### src/txc_consts.svh
`ifndef TXC_CONSTS_SVH
`define TXC_CONSTS_SVH

// device register offsets
`define TXC_OFS_CAL     7'h0e
`define TXC_OFS_MODEM   7'h11
`define TXC_OFS_SYNTH   7'h13
`define TXC_OFS_DIVF    7'h1c

// reset values
`define TXC_RST_CAL     8'h05
`define TXC_RST_MODEM   8'h24
`define TXC_RST_SYNTH   8'h01
`define TXC_RST_DIVF    8'h00

// writable bits; the rest read as zero
`define TXC_MASK_MODEM  8'h7f
`define TXC_MASK_SYNTH  8'h01
`define TXC_MASK_DIVF   8'hfc

// calibration_control fields
`define TXC_CAL_START   7
`define TXC_CAL_DUAL    6
`define TXC_CAL_WAIT    5
`define TXC_CAL_CURR    4
`define TXC_CAL_DONE    3
`define TXC_ITER_NORMAL 3'h6

// modem_setup fields
`define TXC_RATE_MSB    6
`define TXC_RATE_LSB    4
`define TXC_CODE_MSB    3
`define TXC_CODE_LSB    2
`define TXC_XTAL_MSB    1
`define TXC_XTAL_LSB    0
`define TXC_RATE_FAST   3'h6

// divider_front_tuning fields
`define TXC_SWING_MSB   7
`define TXC_SWING_LSB   6
`define TXC_PCUR_MSB    5
`define TXC_PCUR_LSB    4
`define TXC_BYP_R       3
`define TXC_DISC_C      2

// calibration wait: 14 ms at a 2 MHz reference, counted in reference ticks
`define TXC_CAL_WAIT_MS  14
`define TXC_CAL_REF_KHZ  2000
`define TXC_CAL_WAIT_TICKS (`TXC_CAL_WAIT_MS * `TXC_CAL_REF_KHZ)

// host apb map
`define TXC_HOST_CMD    12'h000
`define TXC_HOST_STAT   12'h004
`define TXC_HOST_IRQ    12'h008
`define TXC_HOST_MASK   12'h00c
`define TXC_CMD_READ    16
`define TXC_IRQ_XFER    0
`define TXC_IRQ_CAL     1

`endif

### src/txc_pkg.sv
package txc_pkg;

  typedef enum logic [1:0] {
    CAL_IDLE = 2'b01,
    CAL_RUN  = 2'b10
  } txc_cal_state_type;

  typedef enum logic [2:0] {
    LNK_IDLE = 3'b001,
    LNK_WR   = 3'b010,
    LNK_RD   = 3'b100
  } txc_link_state_type;

  typedef struct packed {
    logic [15:0] cnt;
    logic        busy;
    logic        done;
  } txc_tmr_state_type;

  typedef struct packed {
    txc_cal_state_type st;
    logic [7:0]        cal;
    logic [7:0]        modem;
    logic [7:0]        synth;
    logic [7:0]        divf;
    logic [7:0]        rdata;
    logic              rd_valid;
    logic              store_a;
    logic              store_b;
    logic              cur_double;
    logic [9:0]        rate_hbaud;
  } txc_dev_state_type;

  typedef struct packed {
    txc_link_state_type st;
    logic              wr_en;
    logic              rd_en;
    logic [6:0]        addr;
    logic [7:0]        wdata;
    logic [7:0]        rd_last;
    logic [7:0]        cal_shadow;
    logic [7:0]        modem_shadow;
    logic              clr_pending;
    logic              done_seen;
    logic [1:0]        irq_sts;
    logic [1:0]        irq_mask;
    logic              irq;
    logic [31:0]       prdata;
    logic              pready;
    logic              pslverr;
  } txc_host_state_type;

endpackage

### src/txc_if.sv
`timescale 1ns/1ns
interface txc_if;
  logic       wr_en;
  logic       rd_en;
  logic [6:0] addr;
  logic [7:0] wdata;
  logic [7:0] rdata;
  logic       rd_valid;
  logic       cal_complete;

  modport device (
    input  wr_en, rd_en, addr, wdata,
    output rdata, rd_valid, cal_complete
  );
  modport host (
    output wr_en, rd_en, addr, wdata,
    input  rdata, rd_valid, cal_complete
  );
endinterface

### src/txc_device.sv
// Functional notes
// - calibration starts on start bit rising edge
// - host clears start bit after calibration
// - dual bit stores result in both slots
// - wait bit selects full or half wait
// - wait scales with reference, 14 ms
// - current bit doubles calibration current
// - read-only done bit, reset zero
// - host programs DAC start value 110
// - symbol rate field selects eight rates
// - line coding NRZ, Manchester, UART passthrough
// - host sets crystal range to fitted crystal
// - active-low bit holds synthesizer in reset
// - swing field scales prescaler swing
// - current field scales prescaler current
// - bypass bit shorts loop filter resistor
// - capacitor disconnect only for fast rates; host clears it on divider writes made at slow rates
`timescale 1ns/1ns
`include "txc_consts.svh"
module txc_device
  import txc_pkg::*;
#(
  parameter int unsigned CAL_WAIT_TICKS = `TXC_CAL_WAIT_TICKS
) (
  input  wire logic   clk,
  input  wire logic   arst_n,
  txc_if.device       lnk,
  input  wire logic   ref_tick,
  input  wire logic   slot_b_select,
  output logic [2:0]  symbol_rate_select,
  output logic [9:0]  symbol_rate_hbaud,
  output logic [1:0]  line_coding,
  output logic [1:0]  crystal_range_select,
  output logic        synth_hold_low,
  output logic [1:0]  pre_swing,
  output logic [1:0]  pre_current,
  output logic        loop_r_bypass,
  output logic        loop_c_disconnect,
  output logic [2:0]  calib_dac_start_value,
  output logic        cal_active,
  output logic        cal_current_double,
  output logic        cal_store_a,
  output logic        cal_store_b
);
  txc_dev_state_type s_reg;
  txc_dev_state_type s_next;
  logic              cal_go;
  logic              tmr_busy;
  logic              tmr_done;

  function automatic logic hit(input logic [6:0] a, input logic [6:0] ofs);
    return a == ofs;
  endfunction

  // unused bits are dropped on write so they read back as zero
  function automatic logic [7:0] keep(input logic [7:0] d, input logic [7:0] mask);
    return d & mask;
  endfunction

  // unmapped offsets read as zero
  function automatic logic [7:0] rd_mux(input logic [6:0] a, input txc_dev_state_type v);
    logic [7:0] d;
    d = 8'h00;
    if (hit(a, `TXC_OFS_CAL)) begin
      d = v.cal;
    end else if (hit(a, `TXC_OFS_MODEM)) begin
      d = v.modem;
    end else if (hit(a, `TXC_OFS_SYNTH)) begin
      d = v.synth;
    end else if (hit(a, `TXC_OFS_DIVF)) begin
      d = v.divf;
    end
    return d;
  endfunction

  // symbol rate in units of 100 baud
  function automatic logic [9:0] rate_of(input logic [2:0] code);
    logic [9:0] r;
    case (code)
      3'h0:    r = 10'h006;
      3'h1:    r = 10'h00c;
      3'h2:    r = 10'h018;
      3'h3:    r = 10'h030;
      3'h4:    r = 10'h060;
      3'h5:    r = 10'h0c0;
      3'h6:    r = 10'h180;
      default: r = 10'h300;
    endcase
    return r;
  endfunction

  // the wait bit comes from the launching write itself
  txc_cal_timer #(
    .TICKS (CAL_WAIT_TICKS)
  ) u_timer (
    .clk      (clk),
    .arst_n   (arst_n),
    .start    (cal_go),
    .half     (~lnk.wdata[`TXC_CAL_WAIT]),
    .ref_tick (ref_tick),
    .busy     (tmr_busy),
    .done     (tmr_done)
  );

  always_comb begin
    s_next          = s_reg;
    s_next.rd_valid = 1'b0;
    s_next.store_a  = 1'b0;
    s_next.store_b  = 1'b0;
    cal_go          = 1'b0;

    if (lnk.wr_en) begin
      if (hit(lnk.addr, `TXC_OFS_CAL)) begin
        // only a 0 to 1 change launches; holding the bit at 1 does nothing
        cal_go = lnk.wdata[`TXC_CAL_START] & ~s_reg.cal[`TXC_CAL_START];
        // done bit is not writable
        s_next.cal = {lnk.wdata[7:4], s_reg.cal[`TXC_CAL_DONE], lnk.wdata[2:0]};
        if (cal_go) begin
          s_next.cal[`TXC_CAL_DONE] = 1'b0;
        end
      end
      if (hit(lnk.addr, `TXC_OFS_MODEM)) begin
        s_next.modem = keep(lnk.wdata, `TXC_MASK_MODEM);
      end
      if (hit(lnk.addr, `TXC_OFS_SYNTH)) begin
        s_next.synth = keep(lnk.wdata, `TXC_MASK_SYNTH);
      end
      if (hit(lnk.addr, `TXC_OFS_DIVF)) begin
        s_next.divf = keep(lnk.wdata, `TXC_MASK_DIVF);
      end
    end

    if (lnk.rd_en) begin
      s_next.rd_valid = 1'b1;
      s_next.rdata    = rd_mux(lnk.addr, s_reg);
    end

    case (s_reg.st)
      CAL_IDLE: begin
        if (cal_go) begin
          s_next.st = CAL_RUN;
        end
      end
      CAL_RUN: begin
        // a new launch restarts the timer, so its old done is dropped
        if (!cal_go && tmr_done) begin
          s_next.st                 = CAL_IDLE;
          s_next.cal[`TXC_CAL_DONE] = 1'b1;
          // slot select is sampled at completion, not at launch
          s_next.store_a = s_reg.cal[`TXC_CAL_DUAL] | ~slot_b_select;
          s_next.store_b = s_reg.cal[`TXC_CAL_DUAL] | slot_b_select;
        end
      end
      default: begin
        s_next.st = CAL_IDLE;
      end
    endcase

    // from the next state so the doubled current starts with the run
    s_next.cur_double = (s_next.st == CAL_RUN) & s_next.cal[`TXC_CAL_CURR];
    // decoded ahead so the output leaves a flop
    s_next.rate_hbaud = rate_of(s_next.modem[`TXC_RATE_MSB:`TXC_RATE_LSB]);
  end

  always_ff @(posedge clk or negedge arst_n) begin
    if (!arst_n) begin
      s_reg <= '{
        st:         CAL_IDLE,
        cal:        `TXC_RST_CAL,
        modem:      `TXC_RST_MODEM,
        synth:      `TXC_RST_SYNTH,
        divf:       `TXC_RST_DIVF,
        rdata:      8'h00,
        rd_valid:   1'b0,
        store_a:    1'b0,
        store_b:    1'b0,
        cur_double: 1'b0,
        rate_hbaud: 10'h018
      };
    end else begin
      s_reg <= s_next;
    end
  end

  assign lnk.rdata             = s_reg.rdata;
  assign lnk.rd_valid          = s_reg.rd_valid;
  assign lnk.cal_complete      = s_reg.cal[`TXC_CAL_DONE];

  assign symbol_rate_select    = s_reg.modem[`TXC_RATE_MSB:`TXC_RATE_LSB];
  assign symbol_rate_hbaud     = s_reg.rate_hbaud;
  assign line_coding           = s_reg.modem[`TXC_CODE_MSB:`TXC_CODE_LSB];
  assign crystal_range_select  = s_reg.modem[`TXC_XTAL_MSB:`TXC_XTAL_LSB];
  // only a level out; calibration does not wait on it
  assign synth_hold_low        = s_reg.synth[0];
  assign pre_swing             = s_reg.divf[`TXC_SWING_MSB:`TXC_SWING_LSB];
  assign pre_current           = s_reg.divf[`TXC_PCUR_MSB:`TXC_PCUR_LSB];
  assign loop_r_bypass         = s_reg.divf[`TXC_BYP_R];
  assign loop_c_disconnect     = s_reg.divf[`TXC_DISC_C];
  assign calib_dac_start_value = s_reg.cal[2:0];
  assign cal_active            = s_reg.st == CAL_RUN;
  assign cal_current_double    = s_reg.cur_double;
  assign cal_store_a           = s_reg.store_a;
  assign cal_store_b           = s_reg.store_b;

  // the timer's busy flag rises with the run state but drops one cycle before it ends; kept for visibility only
  logic unused_busy;
  assign unused_busy = tmr_busy;
endmodule // txc_device

### src/txc_cal_timer.sv
`timescale 1ns/1ns
`include "txc_consts.svh"
module txc_cal_timer
  import txc_pkg::*;
#(
  parameter int unsigned TICKS = `TXC_CAL_WAIT_TICKS
) (
  input  wire logic clk,
  input  wire logic arst_n,
  input  wire logic start,
  input  wire logic half,
  input  wire logic ref_tick,
  output logic      busy,
  output logic      done
);
  txc_tmr_state_type s_reg;
  txc_tmr_state_type s_next;

  // counting reference ticks makes the wait follow the reference frequency
  always_comb begin
    s_next      = s_reg;
    s_next.done = 1'b0;
    if (start) begin
      s_next.busy = 1'b1;
      s_next.cnt  = half ? 16'(TICKS / 2) : 16'(TICKS);
    end else if (s_reg.busy && ref_tick) begin
      if (s_reg.cnt <= 16'h0001) begin
        s_next.busy = 1'b0;
        s_next.done = 1'b1;
        s_next.cnt  = 16'h0000;
      end else begin
        s_next.cnt = s_reg.cnt - 16'h0001;
      end
    end
  end

  always_ff @(posedge clk or negedge arst_n) begin
    if (!arst_n) begin
      s_reg <= '{cnt: 16'h0000, busy: 1'b0, done: 1'b0};
    end else begin
      s_reg <= s_next;
    end
  end

  assign busy = s_reg.busy;
  assign done = s_reg.done;
endmodule // txc_cal_timer

### src/flat_wrapper.sv
// flat-port wrapper written by rule: the top's interface ports become plain ports
module txc_device_flat import txc_pkg::*;
#(
  parameter int unsigned CAL_WAIT_TICKS = `TXC_CAL_WAIT_TICKS
)
  (clk, arst_n, ref_tick, slot_b_select, symbol_rate_select, symbol_rate_hbaud, line_coding, crystal_range_select, synth_hold_low, pre_swing, pre_current, loop_r_bypass, loop_c_disconnect, calib_dac_start_value, cal_active, cal_current_double, cal_store_a, cal_store_b, lnk_wr_en, lnk_rd_en, lnk_addr, lnk_wdata, lnk_rdata, lnk_rd_valid, lnk_cal_complete);
  txc_if lnk_i ();
  input  wire logic clk;
  input  wire logic arst_n;
  input  wire logic ref_tick;
  input  wire logic slot_b_select;
  output logic [2:0] symbol_rate_select;
  output logic [9:0] symbol_rate_hbaud;
  output logic [1:0] line_coding;
  output logic [1:0] crystal_range_select;
  output logic synth_hold_low;
  output logic [1:0] pre_swing;
  output logic [1:0] pre_current;
  output logic loop_r_bypass;
  output logic loop_c_disconnect;
  output logic [2:0] calib_dac_start_value;
  output logic cal_active;
  output logic cal_current_double;
  output logic cal_store_a;
  output logic cal_store_b;
  input wire logic [$bits(lnk_i.wr_en)-1:0] lnk_wr_en;
  input wire logic [$bits(lnk_i.rd_en)-1:0] lnk_rd_en;
  input wire logic [$bits(lnk_i.addr)-1:0] lnk_addr;
  input wire logic [$bits(lnk_i.wdata)-1:0] lnk_wdata;
  output wire logic [$bits(lnk_i.rdata)-1:0] lnk_rdata;
  output wire logic [$bits(lnk_i.rd_valid)-1:0] lnk_rd_valid;
  output wire logic [$bits(lnk_i.cal_complete)-1:0] lnk_cal_complete;
  assign lnk_i.wr_en = lnk_wr_en;
  assign lnk_i.rd_en = lnk_rd_en;
  assign lnk_i.addr = lnk_addr;
  assign lnk_i.wdata = lnk_wdata;
  assign lnk_rdata = lnk_i.rdata;
  assign lnk_rd_valid = lnk_i.rd_valid;
  assign lnk_cal_complete = lnk_i.cal_complete;
  txc_device #(.CAL_WAIT_TICKS(CAL_WAIT_TICKS)) u_core (.clk(clk), .arst_n(arst_n), .lnk(lnk_i), .ref_tick(ref_tick), .slot_b_select(slot_b_select), .symbol_rate_select(symbol_rate_select), .symbol_rate_hbaud(symbol_rate_hbaud), .line_coding(line_coding), .crystal_range_select(crystal_range_select), .synth_hold_low(synth_hold_low), .pre_swing(pre_swing), .pre_current(pre_current), .loop_r_bypass(loop_r_bypass), .loop_c_disconnect(loop_c_disconnect), .calib_dac_start_value(calib_dac_start_value), .cal_active(cal_active), .cal_current_double(cal_current_double), .cal_store_a(cal_store_a), .cal_store_b(cal_store_b));
endmodule
### config.mk
export PLATFORM = sky130hd
export DESIGN_NAME = txc_device_flat
export DESIGN_NICKNAME = d
export VERILOG_FILES = /design/src/txc_pkg.sv /design/src/txc_if.sv /design/src/txc_device.sv /design/src/txc_cal_timer.sv /design/src/flat_wrapper.sv
export VERILOG_INCLUDE_DIRS = /design/src /design/src/src
export SDC_FILE = /design/constraint.sdc
export NUM_CORES = 1
export LEC_CHECK = 0
export BUFFER_PORTS_ARGS = -buffer_cell sky130_fd_sc_hd__buf_2
export CORE_MARGIN = 1
export CORE_UTILIZATION = 59
export DETAILED_ROUTE_END_ITERATION = 10
export GPL_TIMING_DRIVEN = 0
export PLACE_DENSITY = 0.84
export RECOVER_POWER = 100
export SYNTH_ARGS = -nofsm -noshare
export SYNTH_HDL_FRONTEND = slang
export SYNTH_SLANG_ARGS = --single-unit
### constraint.sdc
create_clock -name clk -period 4.83 [get_ports clk]
set_input_delay 0.2415 -clock clk [delete_from_list [all_inputs] [get_ports clk]]
set_output_delay 0.2415 -clock clk [all_outputs]
set_load 0.01 [all_outputs]
==> results.sh, run 1 <==
export IMPL_num_antenna_cells=0
export IMPL_status="finished with violations"
export IMPL_synth_fa_ha_area_frac=0.0154
export IMPL_cp_startpoint="u_core.u_timer.s_reg[10]"
export IMPL_max_cap_violations=1
export IMPL_final_cells=464
export IMPL_setup_viol=0
export IMPL_overflow=0
export IMPL_cts_made_buffers=9
export IMPL_fin_nets=415
export IMPL_vias=2602
export IMPL_crit_fanout=9
export IMPL_rrSetupSlack_ps=1730
export IMPL_fin_area_mm2=0.00372
export IMPL_setup_worst_path_class="flip-flop to flip-flop"
export IMPL_synthDistinctLibCells=51
export IMPL_combPwrFrac=0.210
export IMPL_hold_class="input port to flip-flop"
export IMPL_drt_pass1_iter_count=4
export IMPL_arrival_ps=3330
export IMPL_rsz0062_at_grt="no"
export IMPL_clock_latency_ps=340
export IMPL_coreArea_mm2=0.00520
export IMPL_synth_simple_area_share=0.188
export IMPL_hold_viol_final=0
export IMPL_worst_pin_slew_ps=3250
export IMPL_rr_startpoint="u_core.u_timer.s_reg[10]"
export IMPL_synth_compound_area_frac=0.123
export IMPL_die_y_um=76.2
export IMPL_cts_max_level=3
export IMPL_cts_tree="yes"
export IMPL_yosys_warnings=0
export IMPL_drtIter0Drc=180
export IMPL_start_util=0.624
export IMPL_postRouteAntennaNets=0
export IMPL_fin_crit_ps=3100
export IMPL_violations="max-capacitance violations, max-slew violations"
export IMPL_vdd_drop_max_v=0.000232
export IMPL_die_x_um=76.2
export IMPL_antenna_found_initial=0
export IMPL_intPower_mw=0.913
export IMPL_r2r_cells=6
export IMPL_multi_input_area_mm2=0.00131
export IMPL_grt_pass1_vias=2517
export IMPL_clk_pin_slew_ps=70
export IMPL_grt_max_degree=64
export IMPL_largest_reg_flops=16
export IMPL_postCtsResizedCells=0
export IMPL_routed_wirelength_um=7000
export IMPL_clkPwrFrac=0.301
export IMPL_clock_sinks=63
export IMPL_crit_path_start_kind="flip-flop"
export IMPL_synthesis_nets=345
export IMPL_synth_cells=320
export IMPL_seqPwrFrac=0.489
export IMPL_power_density_mw_per_mm2=352
export IMPL_power_leakage_nw=1.74
export IMPL_postCtsHoldBufs=0
export IMPL_synthArstFlopShare=1.00
export IMPL_syn_mean_instance_area_um2=10.1
export IMPL_drv_slew=64
export IMPL_muxShareOfSynthArea=0.0786
export IMPL_rows=26
export IMPL_syn_cell_area_mm2=0.00325
export IMPL_fin_setup_tns_ps=0
export IMPL_cts_setup_buffers=0
export IMPL_drive_above_1_share=0.261
export IMPL_slew_headroom=-1.17
export IMPL_root_buffer="clkbuf_8"
export IMPL_synth_edf_count=0
export IMPL_drc=0
export IMPL_numPortBuffers=59
export IMPL_dp_hpwl_um=4960
export IMPL_reg2reg_to="u_core.u_timer.s_reg[9]"
export IMPL_fmax_mhz=322
export IMPL_clock_path_buffers=2
export IMPL_place_area_mm2=0.00363
export IMPL_grtUsageTotal=0.267
export IMPL_routedWlPerCell_um=15.1
export IMPL_seq_area_frac_synth=0.489
export IMPL_fin_crit_sh=0.642
export IMPL_cp_end_kind="flip-flop"
export IMPL_via_per_inst=5.61
export IMPL_gp_congestion=0.867
export IMPL_synth_seq_cells=63
export IMPL_cp_data_required_time_ps=5060
export IMPL_skew_ps=4.74
export IMPL_dp_cells=449
export IMPL_synth_ff_type="dfrtp_1"
export IMPL_area_growth_pct=14.6
export IMPL_cp_endpoint="u_core.u_timer.s_reg[9]"
export IMPL_ff_latch_area_mm2=0.00159
export IMPL_grt_pass1_wl_um=11900
export IMPL_synth_top_family_by_area="simple AND/OR/NAND/NOR gates"
export IMPL_nFillCells=427
export IMPL_synth_xor_area_frac=0.00540
export IMPL_die_area_mm2=0.00580
export IMPL_switchingPower_mw=0.396
export IMPL_power_share_switching=0.302
export IMPL_ios=62
==> routing by layer <==
metal  share of wire  up-vias  global-route usage  routed length [um]
met2            0.50       88               0.448                3520
met1            0.43     1252               0.331                2980
met5               0        -                   0                   0
met4           0.021        0               0.125                 146
met3           0.050       12              0.0563                 353
li1                -     1250                   -                   -
==> Yosys cell counts (2+ instances only) <==
master | n | share of area
a211o_1 | 3 | 0.0081
a211oi_1 | 2 | 0.0046
a21oi_1 | 18 | 0.028
a22oi_1 | 2 | 0.0046
a311o_1 | 3 | 0.0093
a31o_2 | 4 | 0.011
a31oi_1 | 3 | 0.0058
a41oi_1 | 5 | 0.013
and2_1 | 6 | 0.012
and3_1 | 2 | 0.0039
and3b_1 | 2 | 0.0054
buf_4 | 32 | 0.074
buf_6 | 2 | 0.0069
clkbuf_1 | 9 | 0.010
dfrtp_1 | 55 | 0.42
dfstp_2 | 8 | 0.065
ha_1 | 4 | 0.015
inv_1 | 6 | 0.0069
mux2_2 | 20 | 0.069
mux2i_1 | 3 | 0.0093
nand2_1 | 32 | 0.037
nand3_1 | 4 | 0.0062
nor2_1 | 32 | 0.037
nor3_1 | 9 | 0.014
nor3b_1 | 2 | 0.0046
nor4_1 | 9 | 0.017
nor4b_1 | 2 | 0.0054
o21ai_0 | 8 | 0.012
o21ai_1 | 4 | 0.0062
o31ai_1 | 3 | 0.0069
or2_2 | 2 | 0.0039
or3_1 | 2 | 0.0039
or4_4 | 4 | 0.014
==> power groups by stage <==
stage	sequential (mW)	combinational [mW]	clock, mW
global placement	0.646	0.273	0
global route	0.646	0.313	0.417
detailed placement	0.649	0.283	0
finish	0.640	0.275	0.394
floorplan	0.639	0.206	0
CTS	0.640	0.284	0.397
==> worst min path at each step <==
stage	cells past startpoint	endpoint	slack, ps	startpoint
2_1_floorplan	0	u_core.cal_current_double	-50	arst_n
3_3_place_gp	1	u_core.lnk.rd_valid	370	lnk_rd_en
3_5_place_dp	1	u_core.lnk.rd_valid	370	lnk_rd_en
4_1_cts	1	u_core.lnk.rd_valid	10	lnk_rd_en
5_1_grt	1	u_core.lnk.rd_valid	10	lnk_rd_en
6_report	1	u_core.lnk.rd_valid	10	lnk_rd_en
==> stage by stage <==
step	util	setup WS [ps]	power [mW]	hold slack, ps
after floorplan	-	2560	0.844	-54.1
after global placement	0.697	2380	0.919	365
after detailed placement	0.697	2300	0.932	367
after CTS	0.729	2260	1.32	9.56
after global routing	0.715	1300	1.38	11.0
final	0.715	1730	1.31	15.0
==> area by class of cell <==
type	instances	area share
clock buffers	11	0.0380
plain buffers	44	0.0787
flip-flops and latches	63	0.427
well taps	70	0.0235
multi-input cells	207	0.353
inverters	6	0.00605
repair buffers	59	0.0679
clock inverters	4	0.00605
==> worst max-delay path, stage by stage, from the launching register on <==
cell and delay, ps:
dfrtp_1 360, clkbuf_1 180, or4_1 580, or4_1 520
nor3_1 760, o21ai_0 210, a311o_1 390
==> kinds of logic (layout without fill, tap and decap cells) <==
logic type | Yosys count | in the layout
other | 1 | 1
adders and majority gates | 4 | 4
xor gates and xnor gates | 2 | 2
DFF | 63 | 63
and+or+nand+nor | 117 | 117
AOI/OAI and AO/OA | 60 | 60
buffers and inverters | 50 | 124
muxes | 23 | 23
==> cells in the final DEF (no fill, tap or decap), types with 2 or more instances in the layout <==
| cell | instances |
|---|---|
| and3_1 | 2 |
| clkinv_2 | 3 |
| or4_1 | 2 |
| inv_1 | 6 |
| buf_2 | 25 |
| a21oi_1 | 18 |
| or3_1 | 2 |
| o31ai_1 | 3 |
| and3b_1 | 2 |
| clkbuf_8 | 10 |
| nor3b_1 | 2 |
| or4_4 | 2 |
| dfstp_2 | 4 |
| mux2i_1 | 3 |
| nor4_1 | 9 |
| nand3_1 | 4 |
| clkbuf_4 | 4 |
| buf_4 | 28 |
| nor2_1 | 32 |
| a31oi_1 | 3 |
| mux2_2 | 17 |
| dfrtp_1 | 55 |
| and2_0 | 3 |
| mux2_1 | 3 |
| a311o_1 | 3 |
| a41oi_1 | 5 |
| clkbuf_1 | 45 |
| nor3_1 | 10 |
| nor4b_1 | 2 |
| nand2_1 | 32 |
| ha_1 | 4 |
| a211oi_1 | 2 |
| o21ai_0 | 13 |
| or2_2 | 2 |
| dfstp_1 | 4 |
| a211o_1 | 3 |
| and2_1 | 3 |
| a31o_2 | 4 |
| a22oi_1 | 2 |
Power figures use the tool's default switching activity.
==> run 2, diff against run 1 <==
--- a/config.mk
+++ b/config.mk
@@ -6,12 +6,13 @@
 export SDC_FILE = /design/constraint.sdc
 export NUM_CORES = 1
 export LEC_CHECK = 0
+export ABC_AREA = 1
 export BUFFER_PORTS_ARGS = -buffer_cell sky130_fd_sc_hd__buf_2
 export CORE_MARGIN = 1
-export CORE_UTILIZATION = 59
+export CORE_UTILIZATION = 56
 export DETAILED_ROUTE_END_ITERATION = 10
 export GPL_TIMING_DRIVEN = 0
-export PLACE_DENSITY = 0.84
+export PLACE_DENSITY = 0.8
 export RECOVER_POWER = 100
 export SYNTH_ARGS = -nofsm -noshare
 export SYNTH_HDL_FRONTEND = slang
==> constraint.sdc (replaced) <==
create_clock -name clk -period 2.9 [get_ports clk]
set_input_delay 0.145 -clock clk [delete_from_list [all_inputs] [get_ports clk]]
set_output_delay 0.145 -clock clk [all_outputs]
set_load 0.01 [all_outputs]
==> run 2 against run 1 <==
Compared with the run above:
- combinational power grew to 3.1 times the previous value
- register-to-register slack worse by 780 ps
- setup slack lost 880 ps
- global-route usage down 2.1 points
- the flow still finishes with violations (max-capacitance violations, max-slew violations)
- die area is 9.1% higher
- non-clock buffer count fell by 3
- largest power group unchanged
- largest cell class unchanged
- sequential share of layout area shrank 1.6 points
- via count up 11%
- wire length is 1.8% lower
- first-iteration DRC count shrank 6.1%
==> results.sh, run 2 <==
export IMPL_grt_pass1_vias=2655
export IMPL_num_antenna_cells=0
export IMPL_yosysTopAreaCell="dfrtp_1"
export IMPL_fin_nets=519
export IMPL_total_power_mw=2.68
export IMPL_clkPwrFrac=0.248
export IMPL_routed_wirelength_um=6870
export IMPL_arrival_ps=2260
export IMPL_syn_mean_instance_area_um2=8.00
export IMPL_routedWlPerCell_um=12.1
export IMPL_clock_path_buffers=2
export IMPL_fin_util=0.685
export IMPL_postCtsResizedCells=0
export IMPL_yosysMostFrequentCell="nand2_1"
export IMPL_cts_tree="yes"
export IMPL_vdd_drop_max_v=0.000516
export IMPL_drive_above_1_share=0.155
export IMPL_place_area_mm2=0.00376
export IMPL_rows=27
export IMPL_fin_area_mm2=0.00387
export IMPL_crit_fanout=10
export IMPL_cts_setup_buffers=0
export IMPL_crit_chain="clkbuf_1, nor4_1, nand3_1, clkbuf_1, nand2_1, o21ai_0"
export IMPL_critPathMostFrequentCell="clkbuf_1"
export IMPL_yosys_warnings=0
export IMPL_seq_area_frac_synth=0.471
export IMPL_rr_startpoint="u_core.u_timer.s_reg[2]"
export IMPL_multi_input_area_mm2=0.00126
export IMPL_cp_data_required_time_ps=3110
export IMPL_die_area_mm2=0.00633
export IMPL_drtIter0Drc=169
export IMPL_dp_hpwl_um=5040
export IMPL_synthDistinctLibCells=34
export IMPL_via_per_inst=5.07
export IMPL_clock_latency_ps=340
export IMPL_final_common_cell="nand2_1"
export IMPL_final_cell_mix="107 x nand2_1, 56 x inv_1, 55 x dfrtp_1, 47 x clkbuf_1, 41 x nor2_1"
export IMPL_antenna_found_initial=0
export IMPL_gp_congestion=0.916
export IMPL_worst_slack_ps=852
export IMPL_synth_edf_count=0
export IMPL_hp_start="lnk_wdata[2]"
export IMPL_setup_viol=0
export IMPL_nFillCells=510
export IMPL_power_share_switching=0.360
export IMPL_slew_headroom=-0.00679
export IMPL_yosys_top_cells_count="107 x nand2_1, 55 x dfrtp_1, 54 x inv_1"
export IMPL_synth_cells=421
export IMPL_hold_viol_final=0
export IMPL_fin_setup_tns_ps=0
export IMPL_combPwrFrac=0.319
export IMPL_start_util=0.597
export IMPL_crit_path_start_kind="input port"
export IMPL_rsz0062_at_grt="no"
export IMPL_ios=62
export IMPL_max_stage_delay_ps=1130
export IMPL_syn_cell_area_mm2=0.00337
export IMPL_overflow=0
export IMPL_max_cap_violations=1
export IMPL_grt_pass1_wl_um=11900
export IMPL_coreArea_mm2=0.00564
export IMPL_intPower_mw=1.71
export IMPL_synthesis_nets=446
export IMPL_area_growth_pct=14.7
export IMPL_die_x_um=79.6
export IMPL_fin_crit_ps=2050
export IMPL_synth_ff_type="dfrtp_1"
export IMPL_power_density_mw_per_mm2=693
export IMPL_grt_max_degree=64
export IMPL_largest_reg_flops=16
export IMPL_drv_slew=64
export IMPL_power_leakage_nw=2.02
export IMPL_drc=0
export IMPL_postCtsHoldBufs=1
export IMPL_grtUsageTotal=0.246
export IMPL_ff_latch_area_mm2=0.00159
export IMPL_cts_max_level=3
export IMPL_root_buffer="clkbuf_8"
export IMPL_drt_pass1_iter_count=4
export IMPL_switchingPower_mw=0.966
export IMPL_numPortBuffers=60
export IMPL_violations="max-capacitance violations, max-slew violations"
export IMPL_seqPwrFrac=0.433
export IMPL_slowest_stage="nor4_1"
export IMPL_vias=2890
export IMPL_skew_ps=7.93
export IMPL_worst_pin_slew_ps=1510
export IMPL_postRouteAntennaNets=0
export IMPL_setup_worst_path_class="input port to flip-flop"
export IMPL_synth_seq_cells=63
export IMPL_fin_crit_sh=0.706
export IMPL_cp_startpoint="lnk_addr[1]"
export IMPL_clk_pin_slew_ps=70
export IMPL_fmax_mhz=488
export IMPL_yosysTopAreaCellShare=0.408
export IMPL_synthArstFlopShare=1.00
export IMPL_clock_sinks=63
export IMPL_cp_end_kind="flip-flop"
export IMPL_hold_class="input port to flip-flop"
export IMPL_die_y_um=79.6
export IMPL_cts_made_buffers=9
export IMPL_status="finished with violations"
export IMPL_synth_area_leaders="dfrtp_1 41%, nand2_1 12%, buf_4 7.1%"
export IMPL_dpl_worst_slack_ps=1110
## run 2: cell count changes after synthesis, moves of 7 or more
cell,change
inv_1,+48
mux2_2,-20
nor4_1,-9
clkbuf_1,-7
a21oi_1,-10
o21ai_1,+24
nand3_1,+24
nand2_1,+75
xor2_1,+11
nor2_1,+9
## run 2: metal layers
layer | GRT usage | up-vias | part of all wire
met1 | 0.332 | 1340 | 0.45
li1 | - | 1432 | -
met4 | 0.0927 | 0 | 0.014
met2 | 0.385 | 109 | 0.46
met3 | 0.0571 | 9 | 0.073
met5 | 0 | - | 0
## run 2: layout make-up
type                            instances  share of cell area
Clock buffer                           14              0.0421
Buffer                                 38              0.0680
Tap cell                               72              0.0233
Inverter                               61              0.0592
Sequential cell                        63               0.410
Multi-Input combinational cell        259               0.325
Timing Repair Buffer                   62              0.0706
Clock inverter                          1             0.00129
## run 2: path summary, 6_finish.rpt
kind | end | slack (ps) | depth (start not counted)
min in group asynchronous | u_core.lnk.rdata[2] | 700 | 2
min | u_core.calib_dac_start_value[2] | 50 | 3
max reg2reg | u_core.u_timer.s_reg[6] | 950 | 10
min reg2reg | u_core.lnk.rdata[6] | 480 | 2
max in group asynchronous | u_core.u_timer.busy | 1280 | 2
max | u_core.loop_r_bypass | 850 | 6
## run 2: cells by family after synthesis
| group | after synthesis | synth area share |
|---|---|---|
| DFF | 63 | 0.471 |
| other | 1 | 0.00111 |
| buffers and inverters | 99 | 0.149 |
| xor gates and xnor gates | 12 | 0.0312 |
| adders and majority gates | 4 | 0.0149 |
| AOI/OAI and AO/OA | 51 | 0.0880 |
| and+or+nand+nor | 191 | 0.245 |
## run 2: through the flow
| stage | hold WS (ps) | std cells |
|---|---|---|
| 6_report | 46.5 | 570 |
| 5_1_grt | 55.2 | 570 |
| 4_1_cts | 14.7 | 569 |
| 3_5_place_dp | 289 | 553 |
| 3_3_place_gp | 283 | 553 |
| 2_1_floorplan | -151 | 421 |
## run 2: power groups by stage
stage | logic, mW | clock network [mW] | registers [mW]
after floorplan | 0.674 | 0 | 1.15
after global placement | 0.843 | 0 | 1.17
after detailed placement | 0.875 | 0 | 1.18
after CTS | 0.881 | 0.679 | 1.16
after global routing | 0.999 | 0.711 | 1.18
final | 0.856 | 0.664 | 1.16
## run 2: critical path: cells and delay by family
family	cells	cell delay (ps)
AO/OA/AOI/OAI	1	80
buffers and inverters	2	460
AND/OR/NAND/NOR	3	1570
==> run 3, diff against run 2 <==
==> constraint.sdc (replaced) <==
create_clock -name clk -period 2.1 [get_ports clk]
set_input_delay 0.105 -clock clk [delete_from_list [all_inputs] [get_ports clk]]
set_output_delay 0.105 -clock clk [all_outputs]
set_load 0.01 [all_outputs]
==> run 3 against run 2 <==
Compared with the run above:
- the run still ends with max-capacitance violations, max-slew violations left
- combinational power increased by 39%
- hold slack got worse by 36 ps
- via count decreased by 0.73%
- register-to-register slack got worse by 700 ps
- setup slack got worse by 610 ps
- clock power increased by 39%
- cell count increased by 0.35%
- total power increased by 38%
==> results.sh, run 3 (synthesis gave the netlist of run 2 again) <==
export IMPL_grt_pass1_vias=2665
export IMPL_postCtsHoldBufs=3
export IMPL_slowest_stage="dfrtp_1"
export IMPL_worst_pin_slew_ps=1500
export IMPL_drt_pass1_iter_count=4
export IMPL_routed_wirelength_um=6970
export IMPL_hold_ws_ps=10.1
export IMPL_total_power_mw=3.71
export IMPL_cp_data_required_time_ps=2320
export IMPL_arrival_ps=2080
export IMPL_clock_path_buffers=2
export IMPL_nFillCells=506
export IMPL_max_stage_delay_ps=380
export IMPL_fin_setup_tns_ps=0
export IMPL_fin_nets=521
export IMPL_start_util=0.597
export IMPL_setup_worst_path_class="flip-flop to flip-flop"
export IMPL_num_antenna_cells=0
export IMPL_die_area_mm2=0.00633
export IMPL_rr_startpoint="u_core.u_timer.s_reg[2]"
export IMPL_rsz0062_at_grt="no"
export IMPL_clk_pin_slew_ps=70
export IMPL_crit_path_start_kind="flip-flop"
export IMPL_drc=0
export IMPL_fin_crit_ps=1850
export IMPL_max_cap_violations=1
export IMPL_cp_end_kind="flip-flop"
export IMPL_rows=27
export IMPL_die_y_um=79.6
export IMPL_gp_congestion=0.916
export IMPL_grtUsageTotal=0.247
export IMPL_coreArea_mm2=0.00564
export IMPL_power_leakage_nw=2.03
export IMPL_status="finished with violations"
export IMPL_routedWlPerCell_um=12.2
export IMPL_cts_setup_buffers=0
export IMPL_ios=62
export IMPL_hold_class="input port to flip-flop"
export IMPL_dp_hpwl_um=5040
export IMPL_rrSetupSlack_ps=250
export IMPL_drv_slew=63
export IMPL_fin_crit_sh=0.883
export IMPL_overflow=0
export IMPL_power_density_mw_per_mm2=955
export IMPL_slew_headroom=-0.00185
export IMPL_crit_family="buffers and inverters"
export IMPL_die_x_um=79.6
export IMPL_min_path_cells=3
export IMPL_cts_tree="yes"
export IMPL_final_cell_mix="107 x nand2_1, 56 x inv_1, 55 x dfrtp_1, 45 x clkbuf_1, 41 x nor2_1"
export IMPL_setup_viol=0
export IMPL_grt_max_degree=64
export IMPL_whs_endpoint="u_core.calib_dac_start_value[1]"
export IMPL_vdd_drop_max_v=0.000719
export IMPL_root_buffer="clkbuf_8"
export IMPL_crit_chain="inv_1, ha_1, nand2_1, inv_1, nand3_1, a21oi_1, nor2_1, clkbuf_2, o21ai_0, nand2_1"
export IMPL_r2r_cells=10
export IMPL_violations="max-capacitance violations, max-slew violations"
export IMPL_drive_above_1_share=0.158
export IMPL_fmax_mhz=539
export IMPL_numPortBuffers=60
export IMPL_area_growth_pct=15.4
export IMPL_antenna_found_initial=0
export IMPL_reg2reg_to="u_core.u_timer.s_reg[6]"
export IMPL_drtIter0Drc=181
export IMPL_postCtsResizedCells=0
export IMPL_via_per_inst=5.02
export IMPL_clock_latency_ps=350
export IMPL_postRouteAntennaNets=0
export IMPL_largest_reg_flops=16
export IMPL_cts_max_level=3
export IMPL_hp_start="lnk_wdata[1]"
export IMPL_cts_made_buffers=9
export IMPL_grt_pass1_wl_um=11900
export IMPL_worst_path_buf_inv=3
export IMPL_clock_sinks=63
export IMPL_crit_fanout=10
export IMPL_vias=2869
export IMPL_skew_ps=10.3
export IMPL_hold_viol_final=0
export IMPL_final_common_cell="nand2_1"
[run 3: how the worst max path moves through the flow]
stage                                  from                       to  slack (ps)  cells past startpoint
detailed placement  u_core.u_timer.s_reg[2]  u_core.u_timer.s_reg[6]         310                     10
global route        u_core.u_timer.s_reg[2]  u_core.u_timer.s_reg[5]          90                     10
finish              u_core.u_timer.s_reg[2]  u_core.u_timer.s_reg[6]         250                     10
CTS                 u_core.u_timer.s_reg[2]  u_core.u_timer.s_reg[6]         300                     10
floorplan           u_core.u_timer.s_reg[2]  u_core.u_timer.s_reg[6]         600                     10
global placement    u_core.u_timer.s_reg[2]  u_core.u_timer.s_reg[6]         350                     10
[run 3: worst min-delay path, delay by kind of cell]
family,cells,cell delay (ps)
AO/OA/AOI/OAI,1,60
buffers and inverters,1,100
AND/OR/NAND/NOR,1,50
[run 3: final cells by class]
cell class	instances	area [um2]	area share
plain buffers	38	265	0.0682
well taps	72	90.1	0.0232
clock buffers	14	163	0.0418
multi-input cells	259	1260	0.323
repair buffers	64	293	0.0753
inverters	61	229	0.0589
clock inverters	1	5.00	0.00129
flip-flops and latches	63	1590	0.408
[run 3: layer usage]
layer  vias up  wire length (um)  GRT usage
met5         -                 0          0
met4         0                95      0.100
met3        10               406     0.0571
met2        76              3200      0.385
met1      1338              3270      0.332
li1       1445                 -          -
[run 3: power breakdown]
part / leakage, nW / internal, mW / switching (mW) / total (mW)
clock: 0.0865 / 0.486 / 0.434 / 0.920
combinational: 1.16 / 0.452 / 0.739 / 1.19
sequential: 0.789 / 1.43 / 0.167 / 1.60
total: 2.03 / 2.37 / 1.34 / 3.71
[run 3: per-stage QoR]
step                      worst slack, ps  cells  instance area (um2)  utilization
after floorplan                       596    421                 3370            -
after global placement                351    553                 3760        0.666
after detailed placement              314    553                 3760        0.666
after CTS                             299    571                 3960        0.701
after global routing                 90.8    572                 3890        0.689
final                                 246    572                 3890        0.689
